File: config.mk
export PLATFORM = sky130hd
export DESIGN_NAME = axis_mode_and_setting_control
export DESIGN_NICKNAME = d
export VERILOG_FILES = /design/src/core/axis_ctrl_pkg.sv /design/src/core/axis_mode_and_setting_control.sv /design/src/core/pin_sync.sv
export SDC_FILE = /design/constraint.sdc
export NUM_CORES = 1
export LEC_CHECK = 0
export CAP_MARGIN = 20
export CORE_ASPECT_RATIO = 0.8
export CORE_MARGIN = 1
export CORE_UTILIZATION = 50
export CTS_CLUSTER_SIZE = 12
export DETAILED_ROUTE_END_ITERATION = 6
export DONT_BUFFER_PORTS = 1
export GPL_TIMING_DRIVEN = 0
export MAX_ROUTING_LAYER = met4
export SYNTH_ARGS = -nofsm -noshare
export SYNTH_HDL_FRONTEND = slang
export SYNTH_SLANG_ARGS = --single-unit
File: constraint.sdc
create_clock -name mclk -period 14.05 [get_ports mclk]
set_input_delay 4.215 -clock mclk [delete_from_list [all_inputs] [get_ports mclk]]
set_output_delay 4.215 -clock mclk [all_outputs]
set_load 0.03 [all_outputs]
File: src/core/axis_ctrl_pkg.sv
// Constants, codes and types shared by the axis mode and setting control.
// Assumes one 20 MHz clock domain; no bus, all controls are plain ports.
package axis_ctrl_pkg;
  // Position word
  localparam int POS_W = 32;
  typedef logic signed [POS_W-1:0] pos_t;

  // Operating mode select codes
  localparam logic [1:0] MODE_JOG = 2'h0;
  localparam logic [1:0] MODE_REL = 2'h1;
  localparam logic [1:0] MODE_ABS = 2'h2;
  localparam logic [1:0] MODE_REF = 2'h3;

  // Setting select codes
  localparam logic [1:0] SET_ACTUAL = 2'h0;
  localparam logic [1:0] SET_SHIFT = 2'h1;
  localparam logic [1:0] SET_CLEAR = 2'h2;
  localparam logic [1:0] SET_REFPT = 2'h3;

  // Reset values
  localparam pos_t OFFSET_RST = 32'h0;
  localparam pos_t POS_RST = 32'h0;

  // Overshoot distance used to approach a target from the fixed side
  localparam pos_t APPROACH_GAP = 32'h10;

  // Pin synchroniser: key positive, key negative, enable input, reference mark
  localparam int PIN_W = 4;
  localparam int PIN_KEYP = 0;
  localparam int PIN_KEYN = 1;
  localparam int PIN_EN = 2;
  localparam int PIN_REF = 3;

  // Channel states
  typedef enum logic [2:0] {
    ST_IDLE,
    ST_JOG,
    ST_PRE,
    ST_MOVE,
    ST_SEEK
  } axis_state_e;
endpackage

File: src/core/axis_mode_and_setting_control.sv
// Mode and setting supervisor for one positioning channel.
// Assumes a raw position count from the encoder logic on mclk and
// asynchronous key, enable and reference-mark pins.
`timescale 1ns/1ps
module axis_mode_and_setting_control (
  // Clock and reset
  input wire logic mclk,
  input wire logic reset_n,
  // Machine data load
  input wire logic paramLoad,
  input wire logic paramOk,
  // Operating mode call
  input wire logic [1:0] modeSel,
  input wire logic startCmd,
  input wire logic stopCmd,
  input wire logic driveEnable,
  input wire axis_ctrl_pkg::pos_t incValue,
  input wire logic refDirNeg,
  input wire axis_ctrl_pkg::pos_t refCoord,
  // Pins
  input wire logic keyPos,
  input wire logic keyNeg,
  input wire logic enableIn,
  input wire logic refMark,
  // Settings
  input wire logic setReq,
  input wire logic [1:0] setSel,
  input wire axis_ctrl_pkg::pos_t setValue,
  // Single settings
  input wire logic approachOn,
  input wire logic approachOff,
  input wire logic approachNeg,
  input wire logic ignoreEnOn,
  input wire logic ignoreEnOff,
  // Position count from the encoder logic
  input wire axis_ctrl_pkg::pos_t posCount,
  // Drive side
  output logic driveFwd,
  output logic driveRev,
  // Status
  output logic paramValid,
  output logic modeActive,
  output logic synced,
  output logic startRefused,
  output logic distError,
  output logic modeDone,
  output logic modeAborted,
  output logic setDone,
  output logic setRefused,
  output logic approachActive,
  output logic approachDirNeg,
  output logic ignoreEnable,
  output axis_ctrl_pkg::pos_t actualPosition,
  output axis_ctrl_pkg::pos_t offset
);
  axis_ctrl_pkg::axis_state_e state_q, state_d;
  axis_ctrl_pkg::pos_t target_q, via_q, goal, entry, viaNow, targetNow;
  logic [axis_ctrl_pkg::PIN_W-1:0] pins;
  logic keyP, keyN, keyP_q, keyN_q, refSeen_q, jogNeg_q, seekNeg_q, jogNegNow, seekNegNow;
  logic launch, enOk, condOk, relNeg, go, refHit, setGo, abortNow;
  // Target of a move: coordinate or displacement from the start point
  function automatic axis_ctrl_pkg::pos_t calcGoal(input logic [1:0] m,
      input axis_ctrl_pkg::pos_t inc, input axis_ctrl_pkg::pos_t pos);
    calcGoal = (m == axis_ctrl_pkg::MODE_ABS) ? inc : pos + inc;
  endfunction
  // First point of a move: past the goal when arriving from the wrong side
  function automatic axis_ctrl_pkg::pos_t calcEntry(input logic on, input logic neg,
      input axis_ctrl_pkg::pos_t g, input axis_ctrl_pkg::pos_t pos);
    calcEntry = g;
    if (on && !neg && g < pos) begin
      calcEntry = g - axis_ctrl_pkg::APPROACH_GAP;
    end else if (on && neg && g > pos) begin
      calcEntry = g + axis_ctrl_pkg::APPROACH_GAP;
    end
  endfunction

  pin_sync pinSync (
    .mclk(mclk),
    .reset_n(reset_n),
    .pinIn({refMark, enableIn, keyNeg, keyPos}),
    .pinOut(pins)
  );
  assign keyP = pins[axis_ctrl_pkg::PIN_KEYP];
  assign keyN = pins[axis_ctrl_pkg::PIN_KEYN];
  assign enOk = pins[axis_ctrl_pkg::PIN_EN] || ignoreEnable;
  // Jogging starts on a key press, the other modes on the start command
  assign launch = (modeSel == axis_ctrl_pkg::MODE_JOG) ?
    ((keyP && !keyP_q) || (keyN && !keyN_q)) : startCmd;
  assign relNeg = (modeSel == axis_ctrl_pkg::MODE_REL) && incValue < 0;
  assign condOk = paramValid && (state_q == axis_ctrl_pkg::ST_IDLE) && driveEnable && enOk;
  assign go = launch && condOk && !relNeg;
  assign goal = calcGoal(modeSel, incValue, actualPosition);
  assign entry = calcEntry(approachActive, approachDirNeg, goal, actualPosition);
  assign refHit = (state_q == axis_ctrl_pkg::ST_SEEK) && pins[axis_ctrl_pkg::PIN_REF] && !refSeen_q;
  assign setGo = setReq && paramValid;
  assign abortNow = (state_q != axis_ctrl_pkg::ST_IDLE) && (!driveEnable || stopCmd);
  // Launch cycle drives from the values being latched, not the stale ones
  assign jogNegNow = (state_q == axis_ctrl_pkg::ST_IDLE) ? (keyN && !keyN_q) : jogNeg_q;
  assign seekNegNow = (state_q == axis_ctrl_pkg::ST_IDLE) ? refDirNeg : seekNeg_q;
  assign viaNow = (state_q == axis_ctrl_pkg::ST_IDLE) ? entry : via_q;
  assign targetNow = (state_q == axis_ctrl_pkg::ST_IDLE) ? goal : target_q;

  // Machine data status
  always_ff @(posedge mclk or negedge reset_n) begin
    if (!reset_n) begin
      paramValid <= 1'b0;
    end else if (paramLoad) begin
      paramValid <= paramOk;
    end
  end

  // Key and reference-mark history for edge detection
  always_ff @(posedge mclk or negedge reset_n) begin
    if (!reset_n) begin
      keyP_q <= 1'b0;
      keyN_q <= 1'b0;
      refSeen_q <= 1'b0;
    end else begin
      keyP_q <= keyP;
      keyN_q <= keyN;
      refSeen_q <= pins[axis_ctrl_pkg::PIN_REF];
    end
  end

  // Next state of the channel
  always_comb begin
    state_d = state_q;
    case (state_q)
      axis_ctrl_pkg::ST_IDLE: begin
        if (go) begin
          case (modeSel)
            axis_ctrl_pkg::MODE_JOG: state_d = axis_ctrl_pkg::ST_JOG;
            axis_ctrl_pkg::MODE_REF: state_d = axis_ctrl_pkg::ST_SEEK;
            default: state_d = (entry != goal) ? axis_ctrl_pkg::ST_PRE : axis_ctrl_pkg::ST_MOVE;
          endcase
        end
      end
      axis_ctrl_pkg::ST_JOG: begin
        if ((jogNeg_q && !keyN) || (!jogNeg_q && !keyP)) begin
          state_d = axis_ctrl_pkg::ST_IDLE;
        end
      end
      axis_ctrl_pkg::ST_PRE: begin
        if (actualPosition == via_q) begin
          state_d = axis_ctrl_pkg::ST_MOVE;
        end
      end
      axis_ctrl_pkg::ST_MOVE: begin
        if (actualPosition == target_q) begin
          state_d = axis_ctrl_pkg::ST_IDLE;
        end
      end
      axis_ctrl_pkg::ST_SEEK: begin
        if (refHit) begin
          state_d = axis_ctrl_pkg::ST_IDLE;
        end
      end
      default: state_d = axis_ctrl_pkg::ST_IDLE;
    endcase
    if (abortNow) begin
      state_d = axis_ctrl_pkg::ST_IDLE;
    end
  end

  always_ff @(posedge mclk or negedge reset_n) begin
    if (!reset_n) begin
      state_q <= axis_ctrl_pkg::ST_IDLE;
    end else begin
      state_q <= state_d;
    end
  end

  // Move targets and directions latched at launch
  always_ff @(posedge mclk or negedge reset_n) begin
    if (!reset_n) begin
      target_q <= axis_ctrl_pkg::POS_RST;
      via_q <= axis_ctrl_pkg::POS_RST;
      jogNeg_q <= 1'b0;
      seekNeg_q <= 1'b0;
    end else if (go) begin
      target_q <= goal;
      via_q <= entry;
      jogNeg_q <= keyN && !keyN_q;
      seekNeg_q <= refDirNeg;
    end
  end

  // Drive outputs; idle leaves the axis standing
  always_ff @(posedge mclk or negedge reset_n) begin
    if (!reset_n) begin
      driveFwd <= 1'b0;
      driveRev <= 1'b0;
    end else begin
      case (state_d)
        axis_ctrl_pkg::ST_JOG: begin
          driveFwd <= !jogNegNow;
          driveRev <= jogNegNow;
        end
        axis_ctrl_pkg::ST_PRE: begin
          driveFwd <= viaNow > actualPosition;
          driveRev <= viaNow < actualPosition;
        end
        axis_ctrl_pkg::ST_MOVE: begin
          driveFwd <= targetNow > actualPosition;
          driveRev <= targetNow < actualPosition;
        end
        axis_ctrl_pkg::ST_SEEK: begin
          driveFwd <= !seekNegNow;
          driveRev <= seekNegNow;
        end
        default: begin
          driveFwd <= 1'b0;
          driveRev <= 1'b0;
        end
      endcase
    end
  end

  // Mode status and one-cycle events
  always_ff @(posedge mclk or negedge reset_n) begin
    if (!reset_n) begin
      modeActive <= 1'b0;
      startRefused <= 1'b0;
      distError <= 1'b0;
      modeDone <= 1'b0;
      modeAborted <= 1'b0;
    end else begin
      modeActive <= state_d != axis_ctrl_pkg::ST_IDLE;
      startRefused <= launch && !go;
      distError <= launch && condOk && relNeg;
      modeDone <= !abortNow && state_q != axis_ctrl_pkg::ST_IDLE && state_d == axis_ctrl_pkg::ST_IDLE;
      modeAborted <= abortNow;
    end
  end

  // Coordinate offset and synchronisation
  always_ff @(posedge mclk or negedge reset_n) begin
    if (!reset_n) begin
      offset <= axis_ctrl_pkg::OFFSET_RST;
      synced <= 1'b0;
    end else if (refHit) begin
      offset <= refCoord - posCount;
      synced <= 1'b1;
    end else if (setGo) begin
      case (setSel)
        axis_ctrl_pkg::SET_ACTUAL: offset <= setValue - posCount;
        axis_ctrl_pkg::SET_SHIFT: offset <= offset + setValue;
        axis_ctrl_pkg::SET_CLEAR: offset <= axis_ctrl_pkg::OFFSET_RST;
        default: begin
          offset <= setValue - posCount;
          synced <= 1'b1;
        end
      endcase
    end
  end

  // Setting answers
  always_ff @(posedge mclk or negedge reset_n) begin
    if (!reset_n) begin
      setDone <= 1'b0;
      setRefused <= 1'b0;
    end else begin
      setDone <= setGo && !refHit;
      setRefused <= setReq && !setGo;
    end
  end

  always_ff @(posedge mclk or negedge reset_n) begin
    if (!reset_n) begin
      actualPosition <= axis_ctrl_pkg::POS_RST;
    end else begin
      actualPosition <= posCount + offset;
    end
  end

  // Single settings; with machine data valid, switching on wins over switching off
  always_ff @(posedge mclk or negedge reset_n) begin
    if (!reset_n) begin
      approachActive <= 1'b0;
      approachDirNeg <= 1'b0;
      ignoreEnable <= 1'b0;
    end else begin
      if (paramValid && approachOn) begin
        approachActive <= 1'b1;
        approachDirNeg <= approachNeg;
      end else if (approachOff) begin
        approachActive <= 1'b0;
      end
      if (paramValid && ignoreEnOn) begin
        ignoreEnable <= 1'b1;
      end else if (ignoreEnOff) begin
        ignoreEnable <= 1'b0;
      end
    end
  end
  refuse_noparam_a: assert property (@(posedge mclk) disable iff (!reset_n)
    launch && !paramValid |=> startRefused && !modeActive)
    else $error("start accepted without machine data");
  start_cond_a: assert property (@(posedge mclk) disable iff (!reset_n)
    $rose(modeActive) |-> $past(driveEnable) && $past(paramValid) && $past(enOk))
    else $error("mode began with a start condition unmet");
  enable_pin_a: assert property (@(posedge mclk) disable iff (!reset_n)
    launch && !pins[axis_ctrl_pkg::PIN_EN] && !ignoreEnable |=> startRefused)
    else $error("start not refused with enable input low");
  start_cmd_a: assert property (@(posedge mclk) disable iff (!reset_n)
    $rose(modeActive) |-> $past(launch))
    else $error("mode began without a start command");
  idle_still_a: assert property (@(posedge mclk) disable iff (!reset_n)
    !modeActive |-> !driveFwd && !driveRev)
    else $error("drive moving while no mode active");
  jog_release_a: assert property (@(posedge mclk) disable iff (!reset_n)
    state_q == axis_ctrl_pkg::ST_JOG && !jogNeg_q && !keyP && !abortNow |=>
      state_q == axis_ctrl_pkg::ST_IDLE && !driveFwd)
    else $error("jog continued after key release");
  rel_target_a: assert property (@(posedge mclk) disable iff (!reset_n)
    go && modeSel == axis_ctrl_pkg::MODE_REL |=> target_q == $past(actualPosition) + $past(incValue))
    else $error("relative target not start plus displacement");
  abs_target_a: assert property (@(posedge mclk) disable iff (!reset_n)
    go && modeSel == axis_ctrl_pkg::MODE_ABS |=> target_q == $past(incValue))
    else $error("absolute target not the given coordinate");
  neg_rel_a: assert property (@(posedge mclk) disable iff (!reset_n)
    launch && condOk && relNeg |=> distError && !modeActive)
    else $error("negative relative increment not refused");
  busy_refuse_a: assert property (@(posedge mclk) disable iff (!reset_n)
    launch && state_q != axis_ctrl_pkg::ST_IDLE |=> startRefused)
    else $error("start accepted while a mode runs");
  set_refuse_a: assert property (@(posedge mclk) disable iff (!reset_n)
    setReq && !paramValid |=> setRefused && $stable(offset))
    else $error("setting acted on unparameterized channel");
  offset_hold_a: assert property (@(posedge mclk) disable iff (!reset_n)
    !setGo && !refHit |=> $stable(offset))
    else $error("offset changed without a setting");
  ref_sync_a: assert property (@(posedge mclk) disable iff (!reset_n)
    refHit && !abortNow |=> synced && offset == $past(refCoord) - $past(posCount))
    else $error("reference mark did not synchronise axis");
  jog_run_c: cover property (@(posedge mclk) disable iff (!reset_n)
    state_q == axis_ctrl_pkg::ST_JOG ##1 state_q == axis_ctrl_pkg::ST_IDLE);
  move_done_c: cover property (@(posedge mclk) disable iff (!reset_n)
    state_q == axis_ctrl_pkg::ST_PRE ##[1:200] modeDone);
  ref_done_c: cover property (@(posedge mclk) disable iff (!reset_n) refHit);
  set_actual_c: cover property (@(posedge mclk) disable iff (!reset_n)
    setGo && setSel == axis_ctrl_pkg::SET_ACTUAL);
endmodule

File: src/core/pin_sync.sv
// Three-stage synchroniser for pins entering the mclk domain.
// Assumes asynchronous pins; output changes once stages two and three agree.
`timescale 1ns/1ps
module pin_sync (
  // Clock and reset
  input wire logic mclk,
  input wire logic reset_n,
  // Pins and synchronised levels
  input wire logic [axis_ctrl_pkg::PIN_W-1:0] pinIn,
  output logic [axis_ctrl_pkg::PIN_W-1:0] pinOut
);
  logic [axis_ctrl_pkg::PIN_W-1:0] s1_q;
  logic [axis_ctrl_pkg::PIN_W-1:0] s2_q;
  logic [axis_ctrl_pkg::PIN_W-1:0] s3_q;

  always_ff @(posedge mclk or negedge reset_n) begin
    if (!reset_n) begin
      s1_q <= '0;
      s2_q <= '0;
      s3_q <= '0;
    end else begin
      s1_q <= pinIn;
      s2_q <= s1_q;
      s3_q <= s2_q;
    end
  end

  // Accept a level only when the last two stages agree
  always_ff @(posedge mclk or negedge reset_n) begin
    if (!reset_n) begin
      pinOut <= '0;
    end else begin
      for (int i = 0; i < axis_ctrl_pkg::PIN_W; i++) begin
        if (s2_q[i] == s3_q[i]) begin
          pinOut[i] <= s3_q[i];
        end
      end
    end
  end
endmodule

==> summary.md, run 1 <==
| Metric | Value |
|---|---|
| Max_cap viols | 0 |
| Initial antenna violation count | 3 |
| Setup WS pre-CTS | -1020 ps |
| Via/cell ratio | 6.37 |
| Via count | 17600 |
| Post-synth EDFFs | 0 |
| R2R Path Start | actualPosition[10]$_DFF_PN0_ |
| #FFs+latches synth | 162 |
| CORE AREA | 35000 um^2 |
| Most used cell, CP | a21o_1 |
| Final clock skew | 11.3 ps |
| Kind of critical path | primary input to flop |
| Layout cells sized above 1 | 0.0438 |
| CTS clock-pin slew for the worst setup and hold paths | 70 ps |
| Sequential area share after synthesis | 0.227 |
| Final Cycle Share | 0.959 |
| Worst Hold Slack | 355 ps |
| Sw frac | 0.550 |
| Finish-stage setup viols | 0 |
| H-Tree Depth | 4 |
| Routed wire length | 64200 um |
| CP required | 14360 ps |
| Largest net degree at the start of global routing | 163 |
| Placed insts | 2726 |
| Final Instance Count excl. Fillers | 2758 |
| GRT Overall Usage | 0.361 |
| Hold WC Path Type | flop to flop |
| CTS Sinks | 162 |
| Achievable clock frequency | 74.2 MHz |
| Crit path DAT | 13780 ps |
| I/O Buffers | 0 |
| Yosys cell types | 85 |
| Psw | 0.00262 W |
| CP max stage delay | 540 ps |
| Slew @ Worst Pin | 973 ps |
| FP Rows | 61 |
| Setup WS post-layout | 580 ps |
| Slowest CP cell | nor4_4 |
| Hpwl dp | 52900 um |
| Worst-Skew Late Latency | 440 ps |
| Final core occ | 0.547 |
| Clock Tree Root | clkbuf_16 |
| CTS tree | built |
| Crit path time final | 13470 ps |
| Hold Startpoint | pinSync.s1_q[2]$_DFF_PN0_ |
| Worst-path fanout max | 10 |
| Number of global-route vias before repair | 16200 |
| Power density over the cells | 249 nW/um^2 |
| Grt total ovfl | 0 |
| Post-Syn Instances | 2254 |
| RSZ-0062 raised after global routing | false |
| P_leak | 8.69 nW |
| TritonCTS Buffers | 17 |
| Register area | 4050 um^2 |
| Routed len/inst | 23.3 um |
| Area of the multi-input gates | 13100 um^2 |
| Top_reg_cell synth | dfrtp_1 |
| Sequential Power Share | 0.236 |
| Synthesized cell area | 17900 um^2 |
| Die H | 171 um |
| Initial drt markers | 1990 |
| Slew Limit Fails | 0 |
| Pint | 0.00215 W |
| Routability Congestion | 0.996 |
| Crit path capture type | flop |
| TritonRoute pass-1 iters | 6 |
| R2R Setup Slk | 3630 ps |
| Hold path cells | 0 |
| Die Width | 213 um |
| Status | finished, final reports clean |
| Nets | 2649 |
| Logic pwr share | 0.659 |
| Clock power share | 0.105 |
| Post-synth ARST share | 1.00 |
| Total Power | 0.00477 W |
| R2R Path End | driveFwd$_DFF_PN0_ |
| First-pass GRT wire length | 96100 um |
| # hold bufs at CTS | 0 |
| Area growth, synth to finish | 7.03% |
| Clock buffer depth | 2 |
| Final ANT Viol Nets | 0 |
| Worst setup SP type | primary input |
| Slew headroom | 0.344 |
| Worst VDD drop | 0.139 mV |
| Die area | 36500 um^2 |
| # DRC | 0 |
| Hold Path Sink | pinSync.s2_q[2]$_DFF_PN0_ |
| Hold Vio Cnt, Final | 0 |
| Synthesized area per cell | 7.92 um^2 |
| Starting Density | 0.511 |
| IO Pins | 228 |
| Fill count | 3411 |
| Reg2Reg Depth | 38 |
| Syn Nets | 2632 |
| Synthesis warning total | 0 |
-- what timing repair did --
item,4_1_cts,5_1_grt
buffers inserted,0,0
resized for setup,3,7
endpoints found under the setup margin,2,2
-- state kept, by name, indices dropped and copies added (netlist names), 3 cells and up --
name            cells
pinSync.s1_q        4
pinSync.s3_q        4
pinSync.s2_q        4
offset             32
actualPosition     32
pinSync.pinOut      4
target_q           32
state_q             3
via_q              28
-- metal layers --
metal | up-vias | share of wire | track usage
li1 | 8256 | - | -
met1 | 8469 | 0.47 | 0.512
met2 | 773 | 0.41 | 0.500
met3 | 70 | 0.11 | 0.119
met4 | 0 | 0.010 | 0.0565
met5 | - | 0 | -
-- synth_stat cells (44+ instances only) --
master / number / area share
nand2_1: 278 / 0.058
dfrtp_1: 162 / 0.23
ha_1: 224 / 0.16
nor3_1: 49 / 0.014
nand3_1: 51 / 0.014
o21ai_0: 150 / 0.042
clkbuf_1: 66 / 0.014
inv_1: 122 / 0.026
nand4_1: 49 / 0.017
nor2_1: 135 / 0.028
xor2_1: 44 / 0.022
xnor2_1: 159 / 0.078
a21o_1: 82 / 0.034
a21oi_1: 203 / 0.057
-- cells in the final DEF, fill, tap and decap left out, drive strengths merged, types with 11 or more instances in the layout --
master  count
nand2b     32
ha        224
xnor2     159
inv       131
o211ai     18
and2       13
dfrtp     162
xor2       44
nor2      135
a211o      14
nor2b      28
clkbuf     80
a21o       82
or3        17
o31ai      20
nor3       49
o21ai     172
mux2       22
o21bai     11
or2        15
nor4       22
nand4      50
o21a       25
a31oi      20
a221oi     31
nand2     278
nand3      51
and3       20
a211oi     16
a21oi     203
-- worst max-delay path by stage --
| stage | from | endpoint | slack (ps) | cells after the start |
|---|---|---|---|---|
| after global routing | incValue[10] | driveFwd$_DFF_PN0_ | 80 | 38 |
| after CTS | incValue[10] | driveFwd$_DFF_PN0_ | 150 | 36 |
| after global placement | modeSel[0] | driveFwd$_DFF_PN0_ | -1090 | 34 |
| after floorplan | modeSel[0] | driveFwd$_DFF_PN0_ | 2530 | 37 |
| final | incValue[10] | driveFwd$_DFF_PN0_ | 580 | 38 |
| after detailed placement | modeSel[0] | driveFwd$_DFF_PN0_ | -1020 | 34 |
-- power groups by stage --
stage / Combinational [W] / Clock (W) / Sequential [W]
after floorplan: 0.00223 / 0 / 0.000994
after global placement: 0.00297 / 0 / 0.00113
after detailed placement: 0.00300 / 0 / 0.00113
after CTS: 0.00304 / 0.000511 / 0.00112
after global routing: 0.00347 / 0.000533 / 0.00114
final: 0.00314 / 0.000502 / 0.00112
-- cell type report --
class                           instances  share of cell area
Antenna cell                            2            0.000262
Buffer                                 68              0.0135
Sequential cell                       162               0.212
Clock buffer                           17              0.0223
Inverter                              123              0.0242
Tap cell                              472              0.0309
Timing Repair Buffer                    1            0.000262
Multi-Input combinational cell       1898               0.687
Clock inverter                         15             0.00988
-- per-stage QoR --
step	instance area [um^2]	TNS [ps]
2_1_floorplan	17900	0
6_report	19100	0
4_1_cts	19100	0
3_3_place_gp	18500	-1930
5_1_grt	19100	0
3_5_place_dp	18500	-1810
-- cells by family after synthesis --
logic type / synth area share
buffers and inverters: 0.0409
muxes: 0.0195
xor gates and xnor gates: 0.0995
DFF: 0.227
adders and majority gates: 0.164
and+or+nand+nor: 0.203
AOI/OAI and AO/OA: 0.247
-- worst max-delay path, delay by kind of cell --
kind | cells | cell delay, ps
AO/OA/AOI/OAI | 18 | 4030
AND/OR/NAND/NOR | 10 | 2860
XOR/XNOR | 4 | 990
adder cells (fa/ha/maj) | 3 | 910
buffers and inverters | 2 | 440
multiplexers | 1 | 330
No activity file was read; power rests on OpenSTA's default activity.
==> run 2, diff against run 1 <==
CORE_MARGIN = 10   (was 1)
==> run 2 against run 1 <==
Via count decreased by 0.52%. Utilization is 0.19 points lower. Fmax decreased by 1.9%. Final cell count about the same. Largest power group unchanged.
==> summary.md, run 2 (synthesis results as in run 1) <==
| Metric | Value |
|---|---|
| TritonRoute pass-1 iters | 6 (unchanged) |
| Slowest CP cell | nor4_1 (was nor4_4) |
| Largest regs | actualPosition x32, offset x32, target_q x32 (unchanged) |
| Via/cell ratio | 6.33 (was 6.37) |
| CORE AREA | 35000 um^2 (about the same) |
| Final Instance Count excl. Fillers | 2759 (was 2758) |
| Achievable clock frequency | 72.8 MHz (was 74.2 MHz) |
| Final Cycle Share | 0.977 (was 0.959) |
| Setup WS pre-CTS | -760 ps (was -1020 ps) |
| Placed insts | 2726 (unchanged) |
| Worst setup SP type | primary input (unchanged) |
| # hold bufs at CTS | 0 (unchanged) |
| Crit path capture type | flop (unchanged) |
| TritonCTS Buffers | 17 (unchanged) |
| Largest net degree at the start of global routing | 163 (unchanged) |
| Die area | 43700 um^2 (was 36500 um^2) |
| Slew Limit Fails | 0 (unchanged) |
| Final ANT Viol Nets | 0 (unchanged) |
| RSZ-0062 raised after global routing | false (unchanged) |
| FP Rows | 61 (unchanged) |
| Fill count | 3386 (was 3411) |
| Number of global-route vias before repair | 16400 (was 16200) |
| P_leak | 8.67 nW (was 8.69 nW) |
| Initial antenna violation count | 2 (was 3) |
| H-Tree Depth | 4 (unchanged) |
| CTS Sinks | 162 (unchanged) |
| Hold WC Path Type | flop to flop (unchanged) |
| Setup WS post-layout | 323 ps (was 580 ps) |
| Initial drt markers | 1992 (was 1990) |
| First-pass GRT wire length | 99600 um (was 96100 um) |
| Finish-stage setup viols | 0 (unchanged) |
| GRT Overall Usage | 0.303 (was 0.361) |
| Post-Route Setup TNS | 0 ps (unchanged) |
| Final core occ | 0.545 (was 0.547) |
| Post-CTS setup buffers | 0 (unchanged) |
| Worst-Skew Late Latency | 470 ps (was 440 ps) |
| CTS clock-pin slew for the worst setup and hold paths | 70 ps (about the same) |
| Worst-path fanout max | 8 (was 10) |
| Kind of critical path | primary input to flop (unchanged) |
| Die Width | 231 um (was 213 um) |
| Final clock skew | 14.7 ps (was 11.3 ps) |
| Die H | 189 um (was 171 um) |
| Crit path DAT | 14060 ps (was 13780 ps) |
| Crit path time final | 13730 ps (was 13470 ps) |
| Commonest non-fill, non-tap cells in the layout | nand2_1, ha_1, a21oi_1, dfrtp_1, xnor2_1 (unchanged) |
| Most used cell, CP | nor2_1 (was a21o_1) |
| CP max stage delay | 1070 ps (was 540 ps) |
| Area growth, synth to finish | 6.89% (was 7.03%) |
| Via count | 17500 (was 17600) |
| Power density over the cells | 248 nW/um^2 (was 249 nW/um^2) |
| CTS tree | built (unchanged) |
| # DRC | 0 (unchanged) |
| Slew headroom | 0.148 (was 0.344) |
| Hpwl dp | 55100 um (was 52900 um) |
| I/O Buffers | 0 (unchanged) |
| IO Pins | 228 (unchanged) |
| Clock Tree Root | clkbuf_16 (unchanged) |
| Starting Density | 0.510 (was 0.511) |
| Layout cells sized above 1 | 0.0434 (was 0.0438) |
| Post-CTS sizing | 2 (was 3) |
| Max_cap viols | 0 (unchanged) |
| Slew @ Worst Pin | 1270 ps (was 973 ps) |
| Hold Vio Cnt, Final | 0 (unchanged) |
| Worst VDD drop | 0.145 mV (was 0.139 mV) |
| Routed wire length | 66400 um (was 64200 um) |
| Worst Hold Slack | 365 ps (was 355 ps) |
| Routed len/inst | 24.1 um (was 23.3 um) |
| Nets | 2648 (was 2649) |
| Grt total ovfl | 0 (unchanged) |
| CP required | 14390 ps (was 14360 ps) |
| Most common cell after layout, fill and taps aside | nand2_1 (unchanged) |
| Clock buffer depth | 2 (unchanged) |
| Status | finished, final reports clean (unchanged) |
| Routability Congestion | 1.03 (was 0.996) |
-- run 2: changes by cell type in the layout (fill, tap and decap cells not counted), moves of 2 or more --
cell,delta
inv_6,-4
clkinv_4,+3
bufinv_16,-2
clkinv_8,+2
diode_2,+2
inv_8,+2
o21ai_0,+2
o21ai_1,-2
-- run 2: layout make-up --
cell class | instances | area, um^2 | share of cell area
Antenna cell | 4 | 10.0 | 0.000524
Inverter | 123 | 462 | 0.0242
Clock buffer | 17 | 425 | 0.0223
Tap cell | 472 | 591 | 0.0309
Multi-Input combinational cell | 1898 | 13100 | 0.687
Clock inverter | 15 | 170 | 0.00891
Sequential cell | 162 | 4050 | 0.212
Buffer | 68 | 259 | 0.0136
-- run 2: final timing paths --
kind                                         startpoint                   endpoint  cells past startpoint  slack (ps)
min                           pinSync.s1_q[2]$_DFF_PN0_  pinSync.s2_q[2]$_DFF_PN0_                      0         360
max reg2reg                actualPosition[10]$_DFF_PN0_         driveFwd$_DFF_PN0_                     34        3350
min reg2reg                   pinSync.s1_q[2]$_DFF_PN0_  pinSync.s2_q[2]$_DFF_PN0_                      0         360
min in group asynchronous                       reset_n   target_q[29]$_DFFE_PN0P_                      0        3450
max                                         incValue[0]         driveFwd$_DFF_PN0_                     37         320
max in group asynchronous                       reset_n   target_q[10]$_DFFE_PN0P_                      0       10310
-- run 2: routing by layer --
layer	vias to the layer above	track usage	wire length [um]
li1	8255	-	-
met1	8393	0.418	30000
met2	754	0.419	27200
met3	74	0.108	8140
met4	0	0.0520	995
met5	-	-	0
-- run 2: critical path, delay by kind of cell --
| family | cells | cell delay [ps] |
|---|---|---|
| fa+ha+maj | 4 | 1020 |
| xor+xnor | 2 | 440 |
| mux | 1 | 290 |
| compound gates | 14 | 3650 |
| buf+inv | 2 | 220 |
| simple gates | 14 | 4230 |
-- run 2: where the power goes --
group	total, W	internal (W)	switching [W]	leakage (nW)
clock	0.000487	0.000253	0.000234	0.290
sequential	0.00113	0.000640	0.000489	1.99
combinational	0.00313	0.00122	0.00191	6.39
total	0.00474	0.00211	0.00263	8.67
-- run 2: metrics by stage --
stage	total power [W]	area, um^2
after detailed placement	0.00415	18500
after global placement	0.00410	18500
after floorplan	0.00322	17900
after global routing	0.00512	19100
final	0.00474	19100
after CTS	0.00466	19100
